$ cat config.mk
export PLATFORM = sky130hd
export DESIGN_NAME = suart_top
export DESIGN_NICKNAME = d
export VERILOG_FILES = /design/src/hdl/suart_pkg.sv /design/src/hdl/suart_top.sv
export SDC_FILE = /design/constraint.sdc
export NUM_CORES = 1
export LEC_CHECK = 0
export BUFFER_PORTS_ARGS = -buffer_cell sky130_fd_sc_hd__buf_2
export CAP_MARGIN = 15
export CORE_AREA = 5 5 97 99
export CTS_BUF_LIST = sky130_fd_sc_hd__clkbuf_8
export CTS_CLUSTER_SIZE = 16
export DETAILED_ROUTE_END_ITERATION = 16
export DIE_AREA = 0 0 102 104
export GPL_TIMING_DRIVEN = 0
export PLACE_DENSITY = 0.81
export SKIP_LAST_GASP = 1
export SYNTH_ARGS = -nofsm -noshare
export SYNTH_HDL_FRONTEND = slang
export SYNTH_SLANG_ARGS = --single-unit
$ cat constraint.sdc
create_clock -name clk_sys_in -period 2.1 [get_ports clk_sys_in]
set_input_delay 0.105 -clock clk_sys_in [delete_from_list [all_inputs] [get_ports clk_sys_in]]
set_output_delay 0.105 -clock clk_sys_in [all_outputs]
set_load 0.05 [all_outputs]
$ cat src/hdl/suart_pkg.sv
// Package with the register map, modes, timing counts and carrier types of the serial port.
package suart_pkg;

   // ********************************************************************
   // Register map and reset values
   // ********************************************************************
   localparam logic [7:0] SUART_CTRL_ADDR  = 8'h98; // Control and status register.
   localparam logic [7:0] SUART_DATA_ADDR  = 8'h99; // Data register (write tx, read rx).
   localparam logic [7:0] SUART_CTRL_RESET = 8'h00; // Control register after reset.
   localparam logic [7:0] SUART_DATA_RESET = 8'h00; // Receive data register after reset.

   // ********************************************************************
   // Operating modes held in the two mode-select bits
   // ********************************************************************
   localparam logic [1:0] SUART_MODE_SHIFT = 2'h0; // Synchronous shift register.
   localparam logic [1:0] SUART_MODE_ASY8  = 2'h1; // 8-bit asynchronous, timer rate.
   localparam logic [1:0] SUART_MODE_ASY9F = 2'h2; // 9-bit asynchronous, fixed rate.
   localparam logic [1:0] SUART_MODE_ASY9V = 2'h3; // 9-bit asynchronous, timer rate.

   // ********************************************************************
   // Timing counts
   // ********************************************************************
   localparam logic [3:0] SUART_LAST_TICK   = 4'hF; // Sixteenth rate tick of one bit.
   localparam logic [3:0] SUART_SAMPLE_TICK = 4'h7; // Tick at which mid-bit is sampled.
   localparam logic [2:0] SUART_LAST_SHIFT  = 3'h7; // Eighth bit in shift-register mode.
   localparam logic [3:0] SUART_BITS_8      = 4'hA; // Bits of an 8-bit frame.
   localparam logic [3:0] SUART_BITS_9      = 4'hB; // Bits of a 9-bit frame.
   localparam logic [3:0] SUART_RX_DATA_END = 4'h8; // Received bits before the ninth.
   localparam logic [1:0] SUART_BUF_DEPTH   = 2'h2; // Entries of the transmit buffer.

   // ********************************************************************
   // Carrier for the control register fields
   // ********************************************************************
   typedef struct packed {
      logic [1:0] mode;      // Mode select, high bit first.
      logic       mp_en;     // Multiprocessor filter enable.
      logic       rx_en;     // Receive enable.
      logic       tx_ninth;  // Ninth bit to transmit.
      logic       rx_ninth;  // Ninth bit (or stop bit) received.
      logic       tx_done;   // Transmit done flag.
      logic       rx_done;   // Receive done flag.
   } suart_ctrl_t;

   // Number of bits in one asynchronous frame, start and stop included.
   function automatic logic [3:0] suart_frame_bits(input logic [1:0] mode);
      suart_frame_bits = (mode == SUART_MODE_ASY8) ? SUART_BITS_8 : SUART_BITS_9;
   endfunction

   // True in the two 9-bit asynchronous modes.
   function automatic logic suart_is_nine(input logic [1:0] mode);
      suart_is_nine = mode[1];
   endfunction

endpackage

$ cat src/hdl/suart_top.sv
// Serial port: control and data registers, transmit buffer, transmitter and receiver.
`timescale 1ns/1ps

// Overview of operation
// - Transmit and receive paths run independently outside shift mode.
// - Second byte assembles while first waits, outside shift mode.
// - Data write loads tx; read returns rx.
// - Mode bits 00, 01, 11 pick modes.
// - Mode 10 is fixed-rate 9-bit mode.
// - 8-bit mode filter needs valid stop bit.
// - 9-bit filter drops frames with ninth zero.
// - Receive only while receive enable set.
// - 9-bit modes send tx ninth bit.
// - Ninth bit or stop bit into rx_ninth.
// - Tx flag after eighth bit or stop start.
// - Rx flag at eighth bit or mid-stop.
// - Shift mode: data on rx pin, clock tx.
// - Shift mode starts by write or enable.
// - 8-bit frame: start, eight LSB first, stop.
// - Timer overflow pulses set the bit rate.
// - Data write puts stop bit in position nine.
// - Rx starts on falling edge, checks start.
// - Completed frame loads data, ninth, flag.
// - Frame discarded unless flag clear, stop good.
// - 9-bit frames carry eleven bits total.
// - Fixed mode runs at core/32 or core/16.
module suart_top
   import suart_pkg::*;
(
   input  wire logic       clk_sys_in,         // Core clock, 100 MHz.
   input  wire logic       rst_b_in,           // Asynchronous reset, active low.
   input  wire logic [7:0] sfr_addr_in,        // Register address.
   input  wire logic       sfr_wr_in,          // Register write strobe.
   input  wire logic       sfr_rd_in,          // Register read strobe.
   input  wire logic [7:0] sfr_wdata_in,       // Register write data.
   output logic      [7:0] sfr_rdata_out,      // Register read data, one cycle later.
   input  wire logic       tx_tick_in,         // Transmit timer overflow pulse.
   input  wire logic       rx_tick_in,         // Receive timer overflow pulse.
   input  wire logic       rate_double_bit_in, // Rate doubling for the fixed-rate mode.
   input  wire logic       rxd_in,             // Level seen on the receive pin.
   output logic            rxd_out,            // Shift-mode data driven on the receive pin.
   output logic            rxd_oe_out,         // High while the receive pin is driven.
   output logic            txd_out,            // Transmit pin: frame data or shift clock.
   output logic            tx_buf_ready_out    // High while the transmit buffer has room.
);

   // ********************************************************************
   // Declarations
   // ********************************************************************
   suart_ctrl_t ctrl_reg;          // Control and status register.
   logic [7:0]  rx_data_reg;       // Receive data register, read side of the data address.
   logic [7:0]  buf_mem [0:1];     // Two-entry transmit buffer storage.
   logic        buf_wr_ptr_reg;    // Buffer write pointer.
   logic        buf_rd_ptr_reg;    // Buffer read pointer.
   logic [1:0]  buf_cnt_reg;       // Entries held in the buffer.
   logic [1:0]  buf_cnt_next;      // Entry count after this cycle.
   logic        buf_in_valid;      // Software offers a byte.
   logic        buf_in_ready;      // Buffer can take a byte.
   logic        buf_out_valid;     // Buffer holds a byte for the transmitter.
   logic        buf_out_ready;     // Transmitter can take a byte.
   logic        buf_push;          // Byte enters the buffer.
   logic        buf_pop;           // Byte leaves the buffer.
   logic        shift_mode;        // Shift-register mode is selected.
   logic        fix_pre_reg;       // Prescaler for the fixed-rate mode.
   logic        fix_tick;          // Sixteenth-bit tick in the fixed-rate mode.
   logic        tx_tick16;         // Sixteenth-bit tick for the transmitter.
   logic        rx_tick16;         // Sixteenth-bit tick for the receiver.
   logic        sh_phase_reg;      // Shift clock phase, low then high.
   logic        tx_busy_reg;       // Transmitter is sending.
   logic [10:0] tx_shift_reg;      // Transmit shift register, bit 0 goes out first.
   logic [3:0]  tx_bit_reg;        // Bits sent in the current frame.
   logic [3:0]  tx_tick_reg;       // Ticks within the current transmit bit.
   logic        tx_flag_set;       // Pulse that sets the transmit flag.
   logic        rx_busy_reg;       // Receiver is assembling a frame.
   logic [7:0]  rx_shift_reg;      // Receive shift register.
   logic [3:0]  rx_bit_reg;        // Bits sampled in the current frame, start bit included.
   logic [3:0]  rx_tick_reg;       // Ticks within the current receive bit.
   logic        rx_ninth_reg;      // Captured ninth bit in the 9-bit modes.
   logic        rxd_prev_reg;      // Receive pin one cycle ago, for edge detection.
   logic        rx_done_set;       // Pulse that loads a frame and sets the receive flag.
   logic [7:0]  rx_load_data;      // Byte loaded with that pulse.
   logic        rx_load_ninth;     // Ninth-bit field loaded with that pulse.
   logic        rx_stop_ok;        // Stop bit sampled as one.
   logic        rx_mp_ok;          // Multiprocessor filter passes.

   assign shift_mode = (ctrl_reg.mode == SUART_MODE_SHIFT);

   // ********************************************************************
   // Rate ticks
   // ********************************************************************

   // Fixed-rate prescaler: a tick every other clock gives 32 clocks a bit,
   // a tick every clock gives 16 clocks a bit when doubling is on.
   always_ff @(posedge clk_sys_in or negedge rst_b_in) begin
      if (!rst_b_in) begin
         fix_pre_reg <= 1'b0;
      end else begin
         fix_pre_reg <= ~fix_pre_reg;
      end
   end

   assign fix_tick = rate_double_bit_in | fix_pre_reg;

   // Modes 01 and 11 use the timer pulses, mode 10 the fixed prescaler.
   // The transmit and receive pulses are separate ports so that one timer
   // can feed both, or two timers each feed one direction.
   assign tx_tick16 = (ctrl_reg.mode == SUART_MODE_ASY9F) ? fix_tick : tx_tick_in;
   assign rx_tick16 = (ctrl_reg.mode == SUART_MODE_ASY9F) ? fix_tick : rx_tick_in;

   // Shift clock phase toggles every core clock, one bit per two clocks.
   always_ff @(posedge clk_sys_in or negedge rst_b_in) begin
      if (!rst_b_in) begin
         sh_phase_reg <= 1'b0;
      end else begin
         sh_phase_reg <= ~sh_phase_reg;
      end
   end

   // ********************************************************************
   // Transmit buffer
   // ********************************************************************

   // A write to the data address offers a byte; a full buffer drops it, and
   // tx_buf_ready_out warns software beforehand.
   assign buf_in_valid  = sfr_wr_in && (sfr_addr_in == SUART_DATA_ADDR);
   assign buf_in_ready  = (buf_cnt_reg != SUART_BUF_DEPTH);
   assign buf_push      = buf_in_valid && buf_in_ready;
   assign buf_out_valid = (buf_cnt_reg != 2'h0);
   // In shift mode the pins are shared, so a reception in progress stalls the buffer.
   assign buf_out_ready = !tx_busy_reg && !(shift_mode && rx_busy_reg);
   assign buf_pop       = buf_out_valid && buf_out_ready;

   // Entry count for the next cycle.
   always_comb begin
      buf_cnt_next = buf_cnt_reg;
      if (buf_push && !buf_pop) begin
         buf_cnt_next = buf_cnt_reg + 2'h1;
      end else if (buf_pop && !buf_push) begin
         buf_cnt_next = buf_cnt_reg - 2'h1;
      end
   end

   // Buffer pointers, count and registered ready.
   always_ff @(posedge clk_sys_in or negedge rst_b_in) begin
      if (!rst_b_in) begin
         buf_wr_ptr_reg   <= 1'b0;
         buf_rd_ptr_reg   <= 1'b0;
         buf_cnt_reg      <= 2'h0;
         tx_buf_ready_out <= 1'b1;
      end else begin
         buf_cnt_reg      <= buf_cnt_next;
         tx_buf_ready_out <= (buf_cnt_next != SUART_BUF_DEPTH);
         if (buf_push) begin
            buf_wr_ptr_reg <= ~buf_wr_ptr_reg;
         end
         if (buf_pop) begin
            buf_rd_ptr_reg <= ~buf_rd_ptr_reg;
         end
      end
   end

   // Buffer storage needs no reset; the count guards every read.
   always_ff @(posedge clk_sys_in) begin
      if (buf_push) begin
         buf_mem[buf_wr_ptr_reg] <= sfr_wdata_in;
      end
   end

   // ********************************************************************
   // Transmitter
   // ********************************************************************

   // One engine serves all modes. Asynchronous frames are start, data LSB
   // first, ninth bit or stop, stop; shift mode sends only the eight data bits.
   always_ff @(posedge clk_sys_in or negedge rst_b_in) begin
      if (!rst_b_in) begin
         tx_busy_reg  <= 1'b0;
         tx_shift_reg <= 11'h7FF;
         tx_bit_reg   <= 4'h0;
         tx_tick_reg  <= 4'h0;
      end else if (buf_pop) begin
         tx_busy_reg <= 1'b1;
         tx_bit_reg  <= 4'h0;
         tx_tick_reg <= 4'h0;
         if (shift_mode) begin
            tx_shift_reg <= {3'h7, buf_mem[buf_rd_ptr_reg]};
         end else if (suart_is_nine(ctrl_reg.mode)) begin
            tx_shift_reg <= {1'b1, ctrl_reg.tx_ninth, buf_mem[buf_rd_ptr_reg], 1'b0};
         end else begin
            tx_shift_reg <= {2'h3, buf_mem[buf_rd_ptr_reg], 1'b0};
         end
      end else if (tx_busy_reg && shift_mode) begin
         // Shift clock high phase ends a bit; the next bit is set up at once.
         if (sh_phase_reg) begin
            tx_shift_reg <= {1'b1, tx_shift_reg[10:1]};
            tx_bit_reg   <= tx_bit_reg + 4'h1;
            if (tx_bit_reg[2:0] == SUART_LAST_SHIFT) begin
               tx_busy_reg <= 1'b0;
            end
         end
      end else if (tx_busy_reg && tx_tick16) begin
         tx_tick_reg <= tx_tick_reg + 4'h1;
         if (tx_tick_reg == SUART_LAST_TICK) begin
            tx_shift_reg <= {1'b1, tx_shift_reg[10:1]};
            tx_bit_reg   <= tx_bit_reg + 4'h1;
            if (tx_bit_reg == suart_frame_bits(ctrl_reg.mode) - 4'h1) begin
               tx_busy_reg <= 1'b0;
            end
         end
      end
   end

   // Transmit flag: end of the eighth bit in shift mode, entry to the stop
   // bit otherwise.
   assign tx_flag_set = tx_busy_reg &&
      (shift_mode ? (sh_phase_reg && tx_bit_reg[2:0] == SUART_LAST_SHIFT)
                  : (tx_tick16 && tx_tick_reg == SUART_LAST_TICK &&
                     tx_bit_reg == suart_frame_bits(ctrl_reg.mode) - 4'h2));

   // ********************************************************************
   // Receiver
   // ********************************************************************

   // The receiver owns its own shift register, so in the asynchronous modes it can
   // assemble a byte while the previous one waits in rx_data_reg, and runs apart from
   // the transmitter outside shift mode, where the two share the pins.
   always_ff @(posedge clk_sys_in or negedge rst_b_in) begin
      if (!rst_b_in) begin
         rx_busy_reg  <= 1'b0;
         rx_shift_reg <= 8'h00;
         rx_bit_reg   <= 4'h0;
         rx_tick_reg  <= 4'h0;
         rx_ninth_reg <= 1'b0;
         rxd_prev_reg <= 1'b1;
      end else begin
         rxd_prev_reg <= rxd_in;
         if (!ctrl_reg.rx_en) begin
            rx_busy_reg <= 1'b0;
         end else if (shift_mode) begin
            if (!rx_busy_reg) begin
               // Shift mode reception waits for a clear flag and an idle line.
               if (!ctrl_reg.rx_done && !tx_busy_reg && !buf_out_valid && sh_phase_reg) begin
                  rx_busy_reg <= 1'b1;
                  rx_bit_reg  <= 4'h0;
               end
            end else if (sh_phase_reg) begin
               // Data is taken at the end of the clock's high phase.
               rx_shift_reg <= {rxd_in, rx_shift_reg[7:1]};
               rx_bit_reg   <= rx_bit_reg + 4'h1;
               if (rx_bit_reg[2:0] == SUART_LAST_SHIFT) begin
                  rx_busy_reg <= 1'b0;
               end
            end
         end else if (!rx_busy_reg) begin
            // A falling edge on the pin opens a frame.
            if (rxd_prev_reg && !rxd_in) begin
               rx_busy_reg <= 1'b1;
               rx_bit_reg  <= 4'h0;
               rx_tick_reg <= 4'h0;
            end
         end else if (rx_tick16) begin
            rx_tick_reg <= rx_tick_reg + 4'h1;
            if (rx_tick_reg == SUART_SAMPLE_TICK) begin
               rx_bit_reg <= rx_bit_reg + 4'h1;
               if (rx_bit_reg == 4'h0) begin
                  // A start bit that reads high at mid-bit was noise.
                  if (rxd_in) begin
                     rx_busy_reg <= 1'b0;
                  end
               end else if (rx_bit_reg <= SUART_RX_DATA_END) begin
                  rx_shift_reg <= {rxd_in, rx_shift_reg[7:1]};
               end else if (rx_bit_reg == SUART_RX_DATA_END + 4'h1 &&
                            suart_is_nine(ctrl_reg.mode)) begin
                  rx_ninth_reg <= rxd_in;
               end else begin
                  // Mid stop bit: the frame is finished here.
                  rx_busy_reg <= 1'b0;
               end
            end
         end
      end
   end

   // Stop bit and filter checks at the mid stop-bit sample.
   assign rx_stop_ok = rxd_in;
   assign rx_mp_ok   = !ctrl_reg.mp_en ||
                       (suart_is_nine(ctrl_reg.mode) ? rx_ninth_reg : rxd_in);

   // Frame completion: eighth shift in shift mode, mid stop bit otherwise.
   // A set receive flag means the frame is discarded.
   always_comb begin
      rx_done_set   = 1'b0;
      rx_load_data  = rx_shift_reg;
      rx_load_ninth = ctrl_reg.rx_ninth;
      if (ctrl_reg.rx_en && rx_busy_reg && shift_mode) begin
         if (sh_phase_reg && rx_bit_reg[2:0] == SUART_LAST_SHIFT) begin
            rx_done_set  = !ctrl_reg.rx_done;
            rx_load_data = {rxd_in, rx_shift_reg[7:1]};
         end
      end else if (ctrl_reg.rx_en && rx_busy_reg && rx_tick16 &&
                   rx_tick_reg == SUART_SAMPLE_TICK &&
                   rx_bit_reg == suart_frame_bits(ctrl_reg.mode) - 4'h1) begin
         rx_done_set   = !ctrl_reg.rx_done && rx_stop_ok && rx_mp_ok;
         // Ninth data bit in 9-bit modes, stop bit in the 8-bit mode.
         rx_load_ninth = suart_is_nine(ctrl_reg.mode) ? rx_ninth_reg : rxd_in;
      end
   end

   // ********************************************************************
   // Registers
   // ********************************************************************

   // Control register: software writes every field; hardware sets the two
   // flags, and a set in the same cycle as a clearing write wins.
   always_ff @(posedge clk_sys_in or negedge rst_b_in) begin
      if (!rst_b_in) begin
         ctrl_reg <= suart_ctrl_t'(SUART_CTRL_RESET);
      end else begin
         if (sfr_wr_in && sfr_addr_in == SUART_CTRL_ADDR) begin
            ctrl_reg <= suart_ctrl_t'(sfr_wdata_in);
         end
         if (rx_done_set) begin
            ctrl_reg.rx_ninth <= rx_load_ninth;
         end
         if (tx_flag_set) begin
            ctrl_reg.tx_done <= 1'b1;
         end
         if (rx_done_set) begin
            ctrl_reg.rx_done <= 1'b1;
         end
      end
   end

   // Receive data register, separate from the transmit path.
   always_ff @(posedge clk_sys_in or negedge rst_b_in) begin
      if (!rst_b_in) begin
         rx_data_reg <= SUART_DATA_RESET;
      end else if (rx_done_set) begin
         rx_data_reg <= rx_load_data;
      end
   end

   // Read data is registered; unmapped addresses read as zero.
   always_ff @(posedge clk_sys_in or negedge rst_b_in) begin
      if (!rst_b_in) begin
         sfr_rdata_out <= 8'h00;
      end else if (sfr_rd_in) begin
         case (sfr_addr_in)
            SUART_CTRL_ADDR: sfr_rdata_out <= ctrl_reg;
            SUART_DATA_ADDR: sfr_rdata_out <= rx_data_reg;
            default:         sfr_rdata_out <= 8'h00;
         endcase
      end
   end

   // ********************************************************************
   // Pins
   // ********************************************************************

   // Shift mode: data on the receive pin, clock on the transmit pin, low in
   // the first half of each bit. Asynchronous modes drive frame data.
   always_ff @(posedge clk_sys_in or negedge rst_b_in) begin
      if (!rst_b_in) begin
         txd_out    <= 1'b1;
         rxd_out    <= 1'b1;
         rxd_oe_out <= 1'b0;
      end else begin
         rxd_out    <= buf_pop ? buf_mem[buf_rd_ptr_reg][0] : tx_shift_reg[0];
         rxd_oe_out <= shift_mode && (buf_pop || (tx_busy_reg &&
                       !(sh_phase_reg && tx_bit_reg[2:0] == SUART_LAST_SHIFT)));
         if (shift_mode) begin
            txd_out <= !((tx_busy_reg && !(sh_phase_reg &&
                          tx_bit_reg[2:0] == SUART_LAST_SHIFT)) || buf_pop ||
                         (rx_busy_reg && !(sh_phase_reg &&
                          rx_bit_reg[2:0] == SUART_LAST_SHIFT))) || sh_phase_reg;
         end else begin
            txd_out <= (buf_pop || tx_busy_reg) ?
                       (buf_pop ? 1'b0 : tx_shift_reg[0]) : 1'b1;
         end
      end
   end

endmodule

==> impl_metrics.toml, run 1 <==
[synth]
netlist_area_mm2 = 0.00448
synth_seq_area_share_pct = 51.4
synth_top_family_by_area = "simple AND/OR/NAND/NOR gates"
synth.distinct_cells = 65
synth_compound_area_share_pct = 13.1
syn_inst = 394
synth.avg_cell_area_um2 = 11.4
synth.most_common_cell = "dfrtp_1"
synth_mux_area_share_pct = 13.0
synthSimpleGateAreaFrac_pct = 15.5
synth_xor_area_share_pct = 0.782
synth_area_leaders = "dfrtp_1 (32%), edfxtp_1 (11%), dfstp_2 (8.2%), mux2_2 (5.8%), mux4_2 (3.0%)"
synth_fa_ha_area_share_pct = 2.79
synthFlopType = "dfrtp_1"
yosysWarningCount = 0
synthArstFlopShare_pct = 81.8
synth_common_cells = "dfrtp_1 (58), nor2_1 (35), nand2_1 (28)"
synth_edf_count = 16
mappedNetlistNets = 428
ys_seq_elements = 88
yosys.area.top_type = "dfrtp_1"
yosysTopAreaCellShare_pct = 32.4

[timing]
layout_setup_ws_ns = 0.0674
fmax_mhz = 492
finalCritPeriodShare_pct = 96.8
setup_viol = 0
holdWs_ns = 0.0997
min_period_ns = 2.03
worst_slew_pin_slew_ns = 0.900
fin_skew_ns = 0.0200
finalHoldViolCount = 0
drv_slew = 0
max_slew_margin_pct = 40.0
rsz0062_at_grt = "yes"

[die]
die_area_mm2 = 0.0106
start_util_pct = 52.9
die_w_um = 102
ios = 36
rows = 34
die_y_um = 104
fp.coreArea_mm2 = 0.00847

[placement]
dp.cells = 536
portBuffers = 34
hpwl_mm = 7.03
postPlaceCellArea_mm2 = 0.00479
pre_cts_ws_ns = -0.0359
gp_congestion = 0.814

[clocking]
cts_max_path_buffers = 2
cts_root_buffer = "clkbuf_8"
cts_buffers = 9
path_clk_slew_ns = 0.10
clk_latency_ns = 0.36
htreeDepth = 3
cts_num_sinks = 88
cts_tree = "yes"

[layout]
largest_reg_flops = 16
multi_input_area_mm2 = 0.00208
fin_cells = 569
syn_to_final_growth_pct = 16.8
final_nets = 490
final_area_mm2 = 0.00523
diodes = 0
seqCellArea_mm2 = 0.00230
layout-drive-gt1-share_pct = 31.2
nFillCells = 649

[critical_path]
r2r_slack_ns = 0.07
r2r-end = "tx_shift_reg[8]$_DFFE_PN1P_"
required_ns = 2.40
crit_arrival_ns = 2.33
path_class = "flip-flop to flip-flop"
r2r.worst_path.cells = 8
timing.rr.start = "buf_cnt_reg[0]$_DFF_PN0_"
critical_path.max_fanout = 10
startpoint_type = "flip-flop"
critical_path.endpoint_type = "flip-flop"
crit_end = "tx_shift_reg[8]$_DFFE_PN1P_"
setup.worst_path.start = "buf_cnt_reg[0]$_DFF_PN0_"

[grt]
grt_usage_pct = 19.5
antenna_found_initial = 0
grt_max_degree = 73
grt-ovfl-total = 0
grt_pass1_vias = 3388
grt_pass1_wl_mm = 16.5

[status]
outcome = "completed"

[power]
power_leakage_nw = 2.23
vdd_ir_drop_max_v = 0.000539
seqPwrFrac_pct = 44.7
switching_share_pct = 34.6
power_density_mw_per_mm2 = 938
switchingPower_mw = 1.70
finalPower_mw = 4.91
power_frac_comb_pct = 29.5
pwr-share-clk_pct = 25.9
p_int_mw = 3.21

[detailed_routing]
drtPass1Iterations = 5
num_vias = 3425
post-route-drc-count = 0
detail-route-antenna-nets = 0
vias_per_cell = 6.02
wirelength_mm = 10.0
wire_per_inst_um = 17.7
drt_iter0_markers = 213

[run]
drv_cap = 0

[min_path]
hp-class = "input port to flip-flop"
whs_path_depth = 3
[routing by layer]
layer / part of all wire, % / up-vias / global-route usage, %
met5: 0 / - / 0
met4: 1.9 / 0 / 7.22
met3: 4.1 / 21 / 3.29
met2: 52 / 106 / 31.3
met1: 42 / 1711 / 26.3
li1: - / 1587 / -
[critical path: stages, from the launching register on]
cell and delay [ns]:
dfrtp_1 0.38, inv_1 0.11, ha_2 0.24, or3_1 0.36, buf_2 0.22, a31oi_4 0.27
buf_4 0.16, nor2_1 0.04, nor3_1 0.17
[power groups by stage]
stage,clock network [mW],logic (mW),registers [mW]
floorplan,0,0.864,2.33
global placement,0,1.28,2.20
detailed placement,0,1.35,2.21
CTS,1.27,1.39,2.18
global route,1.34,1.61,2.21
finish,1.27,1.45,2.19
[layout make-up]
type / count / area share, %
repair buffers: 51 / 6.22
clock buffers: 10 / 2.63
clock inverters: 6 / 1.39
inverters: 12 / 0.861
plain buffers: 21 / 2.39
well taps: 108 / 2.58
flip-flops and latches: 88 / 44.1
multi-input cells: 273 / 39.9
[placed cells by master (no fill, tap or decap), types with 6 or more instances in the layout]
cell,n
buf_4,11
ha_1,9
clkbuf_8,10
edfxtp_1,16
dfrtp_1,55
dlygate4sd3_1,10
mux2_4,8
nand2_1,28
dfstp_2,14
inv_1,12
nand4_1,6
a22oi_1,10
buf_2,39
mux4_2,6
mux2i_1,7
nor2_1,33
o22ai_1,8
clkbuf_1,6
nand3_1,13
o21ai_0,18
mux2_2,23
a21oi_1,19
[per-stage QoR]
stage | util [%] | TNS, ns
2_1_floorplan | - | 0
3_3_place_gp | 56.5 | -0.321
3_5_place_dp | 56.5 | -0.483
4_1_cts | 60.7 | 0
5_1_grt | 61.8 | -0.0789
6_report | 61.8 | 0
[repair_timing]
| action | CTS | global route |
|---|---|---|
| buffers inserted | 1 | 6 |
| endpoints found under the hold margin | 75 | 0 |
| setup endpoints to repair | 27 | 48 |
| gates resized for setup | 7 | 14 |
| hold buffers | 10 | 0 |
| pin swaps | 1 | 1 |
[cells by family (layout without fill, tap and decap cells)]
kind of cell	count (synthesis)	count (layout)
AND/OR/NAND/NOR	129	129
buffers and inverters	33	100
flip-flops	88	88
AO/OA/AOI/OAI	86	86
adder cells (fa/ha/maj)	10	10
XOR/XNOR	4	4
multiplexers	44	44
[how the worst min path moves through the flow]
stage,slack [ns],startpoint,end
floorplan,-0.19,rst_b_in,buf_cnt_reg[0]$_DFF_PN0_
global placement,0.27,rxd_in,rxd_prev_reg$_DFF_PN1_
detailed placement,0.28,rxd_in,rxd_prev_reg$_DFF_PN1_
CTS,0.08,sfr_addr_in[0],buf_wr_ptr_reg$_DFFE_PN0N_
global route,0.11,sfr_wr_in,ctrl_reg[0]$_DFFE_PN0P_
finish,0.1,sfr_wr_in,ctrl_reg[0]$_DFFE_PN0P_
Note: power is estimated with default switching activity, not from simulation.
==> run 2, diff against run 1 <==
--- a/config.mk
+++ b/config.mk
@@ -7,12 +7,13 @@
 export LEC_CHECK = 0
 export BUFFER_PORTS_ARGS = -buffer_cell sky130_fd_sc_hd__buf_2
 export CAP_MARGIN = 15
-export CORE_AREA = 5 5 97 99
+export CORE_AREA = 8 8 100 102
 export CTS_BUF_LIST = sky130_fd_sc_hd__clkbuf_8
 export CTS_CLUSTER_SIZE = 16
 export DETAILED_ROUTE_END_ITERATION = 16
-export DIE_AREA = 0 0 102 104
+export DIE_AREA = 0 0 108 110
 export GPL_TIMING_DRIVEN = 0
+export MAX_ROUTING_LAYER = met4
 export PLACE_DENSITY = 0.81
 export SKIP_LAST_GASP = 1
 export SYNTH_ARGS = -nofsm -noshare
==> impl_metrics.toml, run 2 (same netlist as run 1, synthesis figures left out) <==
[timing]
setup_viol = 0
drv_slew = 0
fin_skew_ns = 0.0115
finalHoldViolCount = 0
min_period_ns = 2.05
finalCritPeriodShare_pct = 97.7
worst_slew_pin_slew_ns = 0.908
rsz0062_at_grt = "yes"
fmax_mhz = 487
max_slew_margin_pct = 39.5
layout_setup_ws_ns = 0.0486
fin_setup_tns_ns = 0

[grt]
antenna_found_initial = 0
grt-ovfl-total = 0
grt_max_degree = 73
grt_pass1_wl_mm = 16.8
grt_pass1_vias = 3478
grt_usage_pct = 18.2

[power]
power_leakage_nw = 2.23
finalPower_mw = 4.86
power_density_mw_per_mm2 = 928
vdd_ir_drop_max_v = 0.000735

[critical_path]
setup.worst_path.start = "buf_cnt_reg[0]$_DFF_PN0_"
timing.rr.start = "buf_cnt_reg[0]$_DFF_PN0_"
required_ns = 2.35
critical_path.endpoint_type = "flip-flop"
critical_path.max_fanout = 8
startpoint_type = "flip-flop"
path_class = "flip-flop to flip-flop"
crit_arrival_ns = 2.30

[clocking]
htreeDepth = 3
cts_num_sinks = 88
cts_tree = "yes"
clk_latency_ns = 0.37
cts_buffers = 9
cts_root_buffer = "clkbuf_8"
path_clk_slew_ns = 0.10
cts_max_path_buffers = 2

[layout]
nFillCells = 631
largest_reg_flops = 16
diodes = 0
seqCellArea_mm2 = 0.00230
syn_to_final_growth_pct = 17.0
layout-drive-gt1-share_pct = 32.0
multi_input_area_mm2 = 0.00210
fin_util_pct = 61.9
final_cell_mix = "dfrtp_1 (55), buf_2 (39), nor2_1 (33), nand2_1 (28), mux2_2 (23)"
final_common_cell = "dfrtp_1"
final_nets = 489

[placement]
gp_congestion = 0.875
portBuffers = 34
hpwl_mm = 6.94
pre_cts_ws_ns = -0.0678

[detailed_routing]
dr_wl_met2_mm = 5.12
vias_per_cell = 5.95
num_vias = 3382
post-route-drc-count = 0
drtPass1Iterations = 4
topRoutingLayerUsed = "met4"
drt_iter0_markers = 209
detail-route-antenna-nets = 0
wirelength_mm = 10.0
wl_met3_um = 562
wl_met1_mm = 4.23
wire_per_inst_um = 17.7

[min_path]
hp-class = "input port to flip-flop"
min-delay-start = "sfr_wr_in"

[die]
ios = 36
die_y_um = 110
die_area_mm2 = 0.0119
start_util_pct = 52.9
fp.coreArea_mm2 = 0.00847
rows = 34
die_w_um = 108

[run]
drv_cap = 0

[status]
outcome = "completed"
-- run 2: cell count changes in the layout (fill, tap and decap cells not counted), sizes merged --
cell,delta
clkbuf,-1
-- run 2: critical path, stage by stage (launching register included) --
cell and delay [ns]:
dfrtp_1 0.40, inv_1 0.16, ha_2 0.25, nor4bb_2 0.36, nand2_1 0.10, a31o_2 0.30, a22oi_1 0.24, o41ai_2 0.11
-- run 2: path summary, 6_finish.rpt --
check	cells past startpoint	end	slack [ns]
min in group asynchronous	2	tx_tick_reg[0]$_DFFE_PN0P_	0.41
setup / recovery	7	rx_bit_reg[3]$_DFFE_PN0P_	0.05
setup reg to reg	7	rx_bit_reg[3]$_DFFE_PN0P_	0.05
hold / removal	3	ctrl_reg[0]$_DFFE_PN0P_	0.1
hold reg to reg	1	tx_buf_ready_out$_DFF_PN1_	0.44
max in group asynchronous	2	rx_bit_reg[1]$_DFFE_PN0P_	1.06
-- run 2: area by class of cell --
| cell class | instances | area share (%) |
|---|---|---|
| timing repair buffer | 51 | 6.21 |
| multi-input combinational | 273 | 40.0 |
| sequential | 88 | 43.9 |
| buffer | 20 | 2.36 |
| clock inverter | 6 | 1.38 |
| clock buffer | 10 | 2.63 |
| tap | 108 | 2.58 |
| inverter | 12 | 0.859 |
-- run 2: per-layer routing --
| metal | vias up | track usage [%] |
|---|---|---|
| li1 | 1578 | - |
| met2 | 104 | 30.1 |
| met4 | 0 | 5.45 |
| met5 | - | - |
| met3 | 15 | 4.77 |
| met1 | 1685 | 21.4 |
-- run 2: what timing repair did --
action | CTS | global route
setup endpoints to repair | 27 | 41
setup buffers | 1 | 6
endpoints found under the hold margin | 75 | 0
pin swaps | 1 | 1
gates resized for setup | 8 | 16
hold buffers | 10 | 0
gates cloned | 0 | 0
-- run 2: stage by stage --
| stage | hold WS (ns) | instances | cell area (um^2) |
|---|---|---|---|
| 4_1_cts | 0.0861 | 563 | 5140 |
| 5_1_grt | 0.100 | 568 | 5240 |
| 2_1_floorplan | -0.191 | 394 | 4480 |
| 3_5_place_dp | 0.279 | 536 | 4790 |
| 3_3_place_gp | 0.275 | 536 | 4780 |
| 6_report | 0.0989 | 568 | 5240 |
-- run 2: report_power, final --
part | total [mW] | switching [mW] | leakage, nW | internal (mW)
registers | 2.19 | 0.158 | 1.04 | 2.03
clock network | 1.25 | 0.651 | 0.110 | 0.602
logic | 1.42 | 0.860 | 1.08 | 0.563
total | 4.86 | 1.67 | 2.23 | 3.19
==> run 3, diff against run 2 <==
--- a/config.mk
+++ b/config.mk
@@ -7,11 +7,11 @@
 export LEC_CHECK = 0
 export BUFFER_PORTS_ARGS = -buffer_cell sky130_fd_sc_hd__buf_2
 export CAP_MARGIN = 15
-export CORE_AREA = 8 8 100 102
+export CORE_AREA = 2 2 94 96
 export CTS_BUF_LIST = sky130_fd_sc_hd__clkbuf_8
 export CTS_CLUSTER_SIZE = 16
 export DETAILED_ROUTE_END_ITERATION = 16
-export DIE_AREA = 0 0 108 110
+export DIE_AREA = 0 0 96 98
 export GPL_TIMING_DRIVEN = 0
 export MAX_ROUTING_LAYER = met4
 export PLACE_DENSITY = 0.81
==> impl_metrics.toml, run 3 (same netlist as run 1, synthesis figures left out) <==
[status]
outcome = "completed"

[layout]
fin_cells = 571
final_common_cell = "dfrtp_1"
largest_reg_flops = 16
syn_to_final_growth_pct = 17.2
layout-drive-gt1-share_pct = 32.4
final_nets = 492
final_cell_mix = "dfrtp_1 (56), buf_2 (40), nor2_1 (33), nand2_1 (27), mux2_2 (23)"
diodes = 0

[critical_path]
required_ns = 2.35
critical_path.max_fanout = 8
timing.rr.start = "rx_bit_reg[0]$_DFFE_PN0P_"
setup.worst_path.start = "rx_bit_reg[0]$_DFFE_PN0P_"
path_class = "flip-flop to flip-flop"
critical_path.endpoint_type = "flip-flop"
startpoint_type = "flip-flop"
crit_arrival_ns = 2.29

[clocking]
htreeDepth = 3
cts_buffers = 9
cts_num_sinks = 88
clk_latency_ns = 0.36
cts_tree = "yes"
cts_max_path_buffers = 2
path_clk_slew_ns = 0.09
cts_root_buffer = "clkbuf_8"

[timing]
fin_setup_tns_ns = 0
worst_slew_pin_slew_ns = 0.901
fin_skew_ns = 0.0114
max_slew_margin_pct = 39.9
rsz0062_at_grt = "yes"
fmax_mhz = 489
min_period_ns = 2.04
finalHoldViolCount = 0
finalCritPeriodShare_pct = 97.3
setup_viol = 0
drv_slew = 0

[grt]
antenna_found_initial = 0
grt_pass1_vias = 3282
grt_usage_pct = 22.7
grt-ovfl-total = 0
grt_pass1_wl_mm = 16.1
grt_max_degree = 73

[power]
switchingPower_mw = 1.66
power_density_mw_per_mm2 = 899
p_int_mw = 3.06
switching_share_pct = 35.1
seqPwrFrac_pct = 46.4
power_leakage_nw = 2.23
vdd_ir_drop_max_v = 0.000405
power_frac_comb_pct = 31.1
finalPower_mw = 4.72
pwr-share-clk_pct = 22.5

[die]
rows = 34
die_area_mm2 = 0.00941
start_util_pct = 52.9
fp.coreArea_mm2 = 0.00847
die_w_um = 96
ios = 36
die_y_um = 98

[detailed_routing]
drt_iter0_markers = 203
detail-route-antenna-nets = 0
wire_per_inst_um = 17.5
post-route-drc-count = 0
vias_per_cell = 5.91
drtPass1Iterations = 4
wirelength_mm = 9.98
num_vias = 3377

[run]
drv_cap = 0

[placement]
hpwl_mm = 6.89
portBuffers = 34
gp_congestion = 0.843
dp.cells = 536

[min_path]
min-delay-start = "sfr_wr_in"
hp-class = "input port to flip-flop"
## run 3: changes by cell type in the layout (fill, tap and decap cells not counted), sizes merged
cell      before  now
buf           54   57
clkinv         1    3
bufinv         1    0
clkbuf        17   16
clkinvlp       0    1
inv           16   15
## run 3: what timing repair did
item | CTS | global route
pin swaps | 1 | 2
resized for setup | 6 | 22
setup endpoints to repair | 27 | 45
hold buffers | 10 | 0
buffers inserted | 0 | 9
hold endpoints to repair | 75 | 0
## run 3: per-layer routing
metal	GRT usage, %	vias up	wire length [um]
li1	-	1592	-
met1	29.8	1668	4290
met2	35.8	97	5070
met3	3.47	20	391
met4	7.91	0	238
met5	-	-	0
## run 3: path summary, 6_finish.rpt
kind | slack [ns] | endpoint | depth (start not counted)
max in group asynchronous | 1.04 | rx_bit_reg[0]$_DFFE_PN0P_ | 2
min in group asynchronous | 0.39 | tx_tick_reg[3]$_DFFE_PN0P_ | 2
setup reg to reg | 0.06 | rx_data_reg[6]$_DFFE_PN0P_ | 8
hold / removal | 0.10 | ctrl_reg[0]$_DFFE_PN0P_ | 3
setup / recovery | 0.06 | rx_data_reg[6]$_DFFE_PN0P_ | 8
hold reg to reg | 0.45 | tx_buf_ready_out$_DFF_PN1_ | 1
## run 3: stage by stage
step	instance area [um^2]	setup WS, ns	hold slack [ns]	util (%)
after floorplan	4480	0.177	-0.191	-
after global placement	4780	-0.0416	0.275	56.5
after detailed placement	4790	-0.0678	0.273	56.5
after CTS	5090	-0.0285	0.0914	60.1
after global routing	5250	-0.0378	0.110	62.0
final	5250	0.0565	0.102	62.0
## run 3: critical path, cell delays in order, from the launching register on
cell	delay, ns
dfrtp_2	0.45
buf_4	0.16
ha_1	0.19
ha_2	0.20
nand2_2	0.10
nor2_2	0.06
nand3_4	0.15
mux2_2	0.36
mux2_4	0.26
## run 3: final cells by class
cell class                 instances  area (um^2)
timing repair buffer              53          340
sequential                        88         2300
fill                             650         3220
clock inverter                     7         47.5
inverter                          12         45.0
buffer                            21          125
tap                              108          135
clock buffer                       9          124
multi-input combinational        273         2130
## run 3: power by group through the flow
stage | Clock [mW] | Combinational, mW | Sequential [mW]
after floorplan | 0 | 0.864 | 2.33
after global placement | 0 | 1.28 | 2.20
after detailed placement | 0 | 1.34 | 2.21
after CTS | 1.08 | 1.38 | 2.18
after global routing | 1.16 | 1.62 | 2.22
final | 1.06 | 1.47 | 2.19
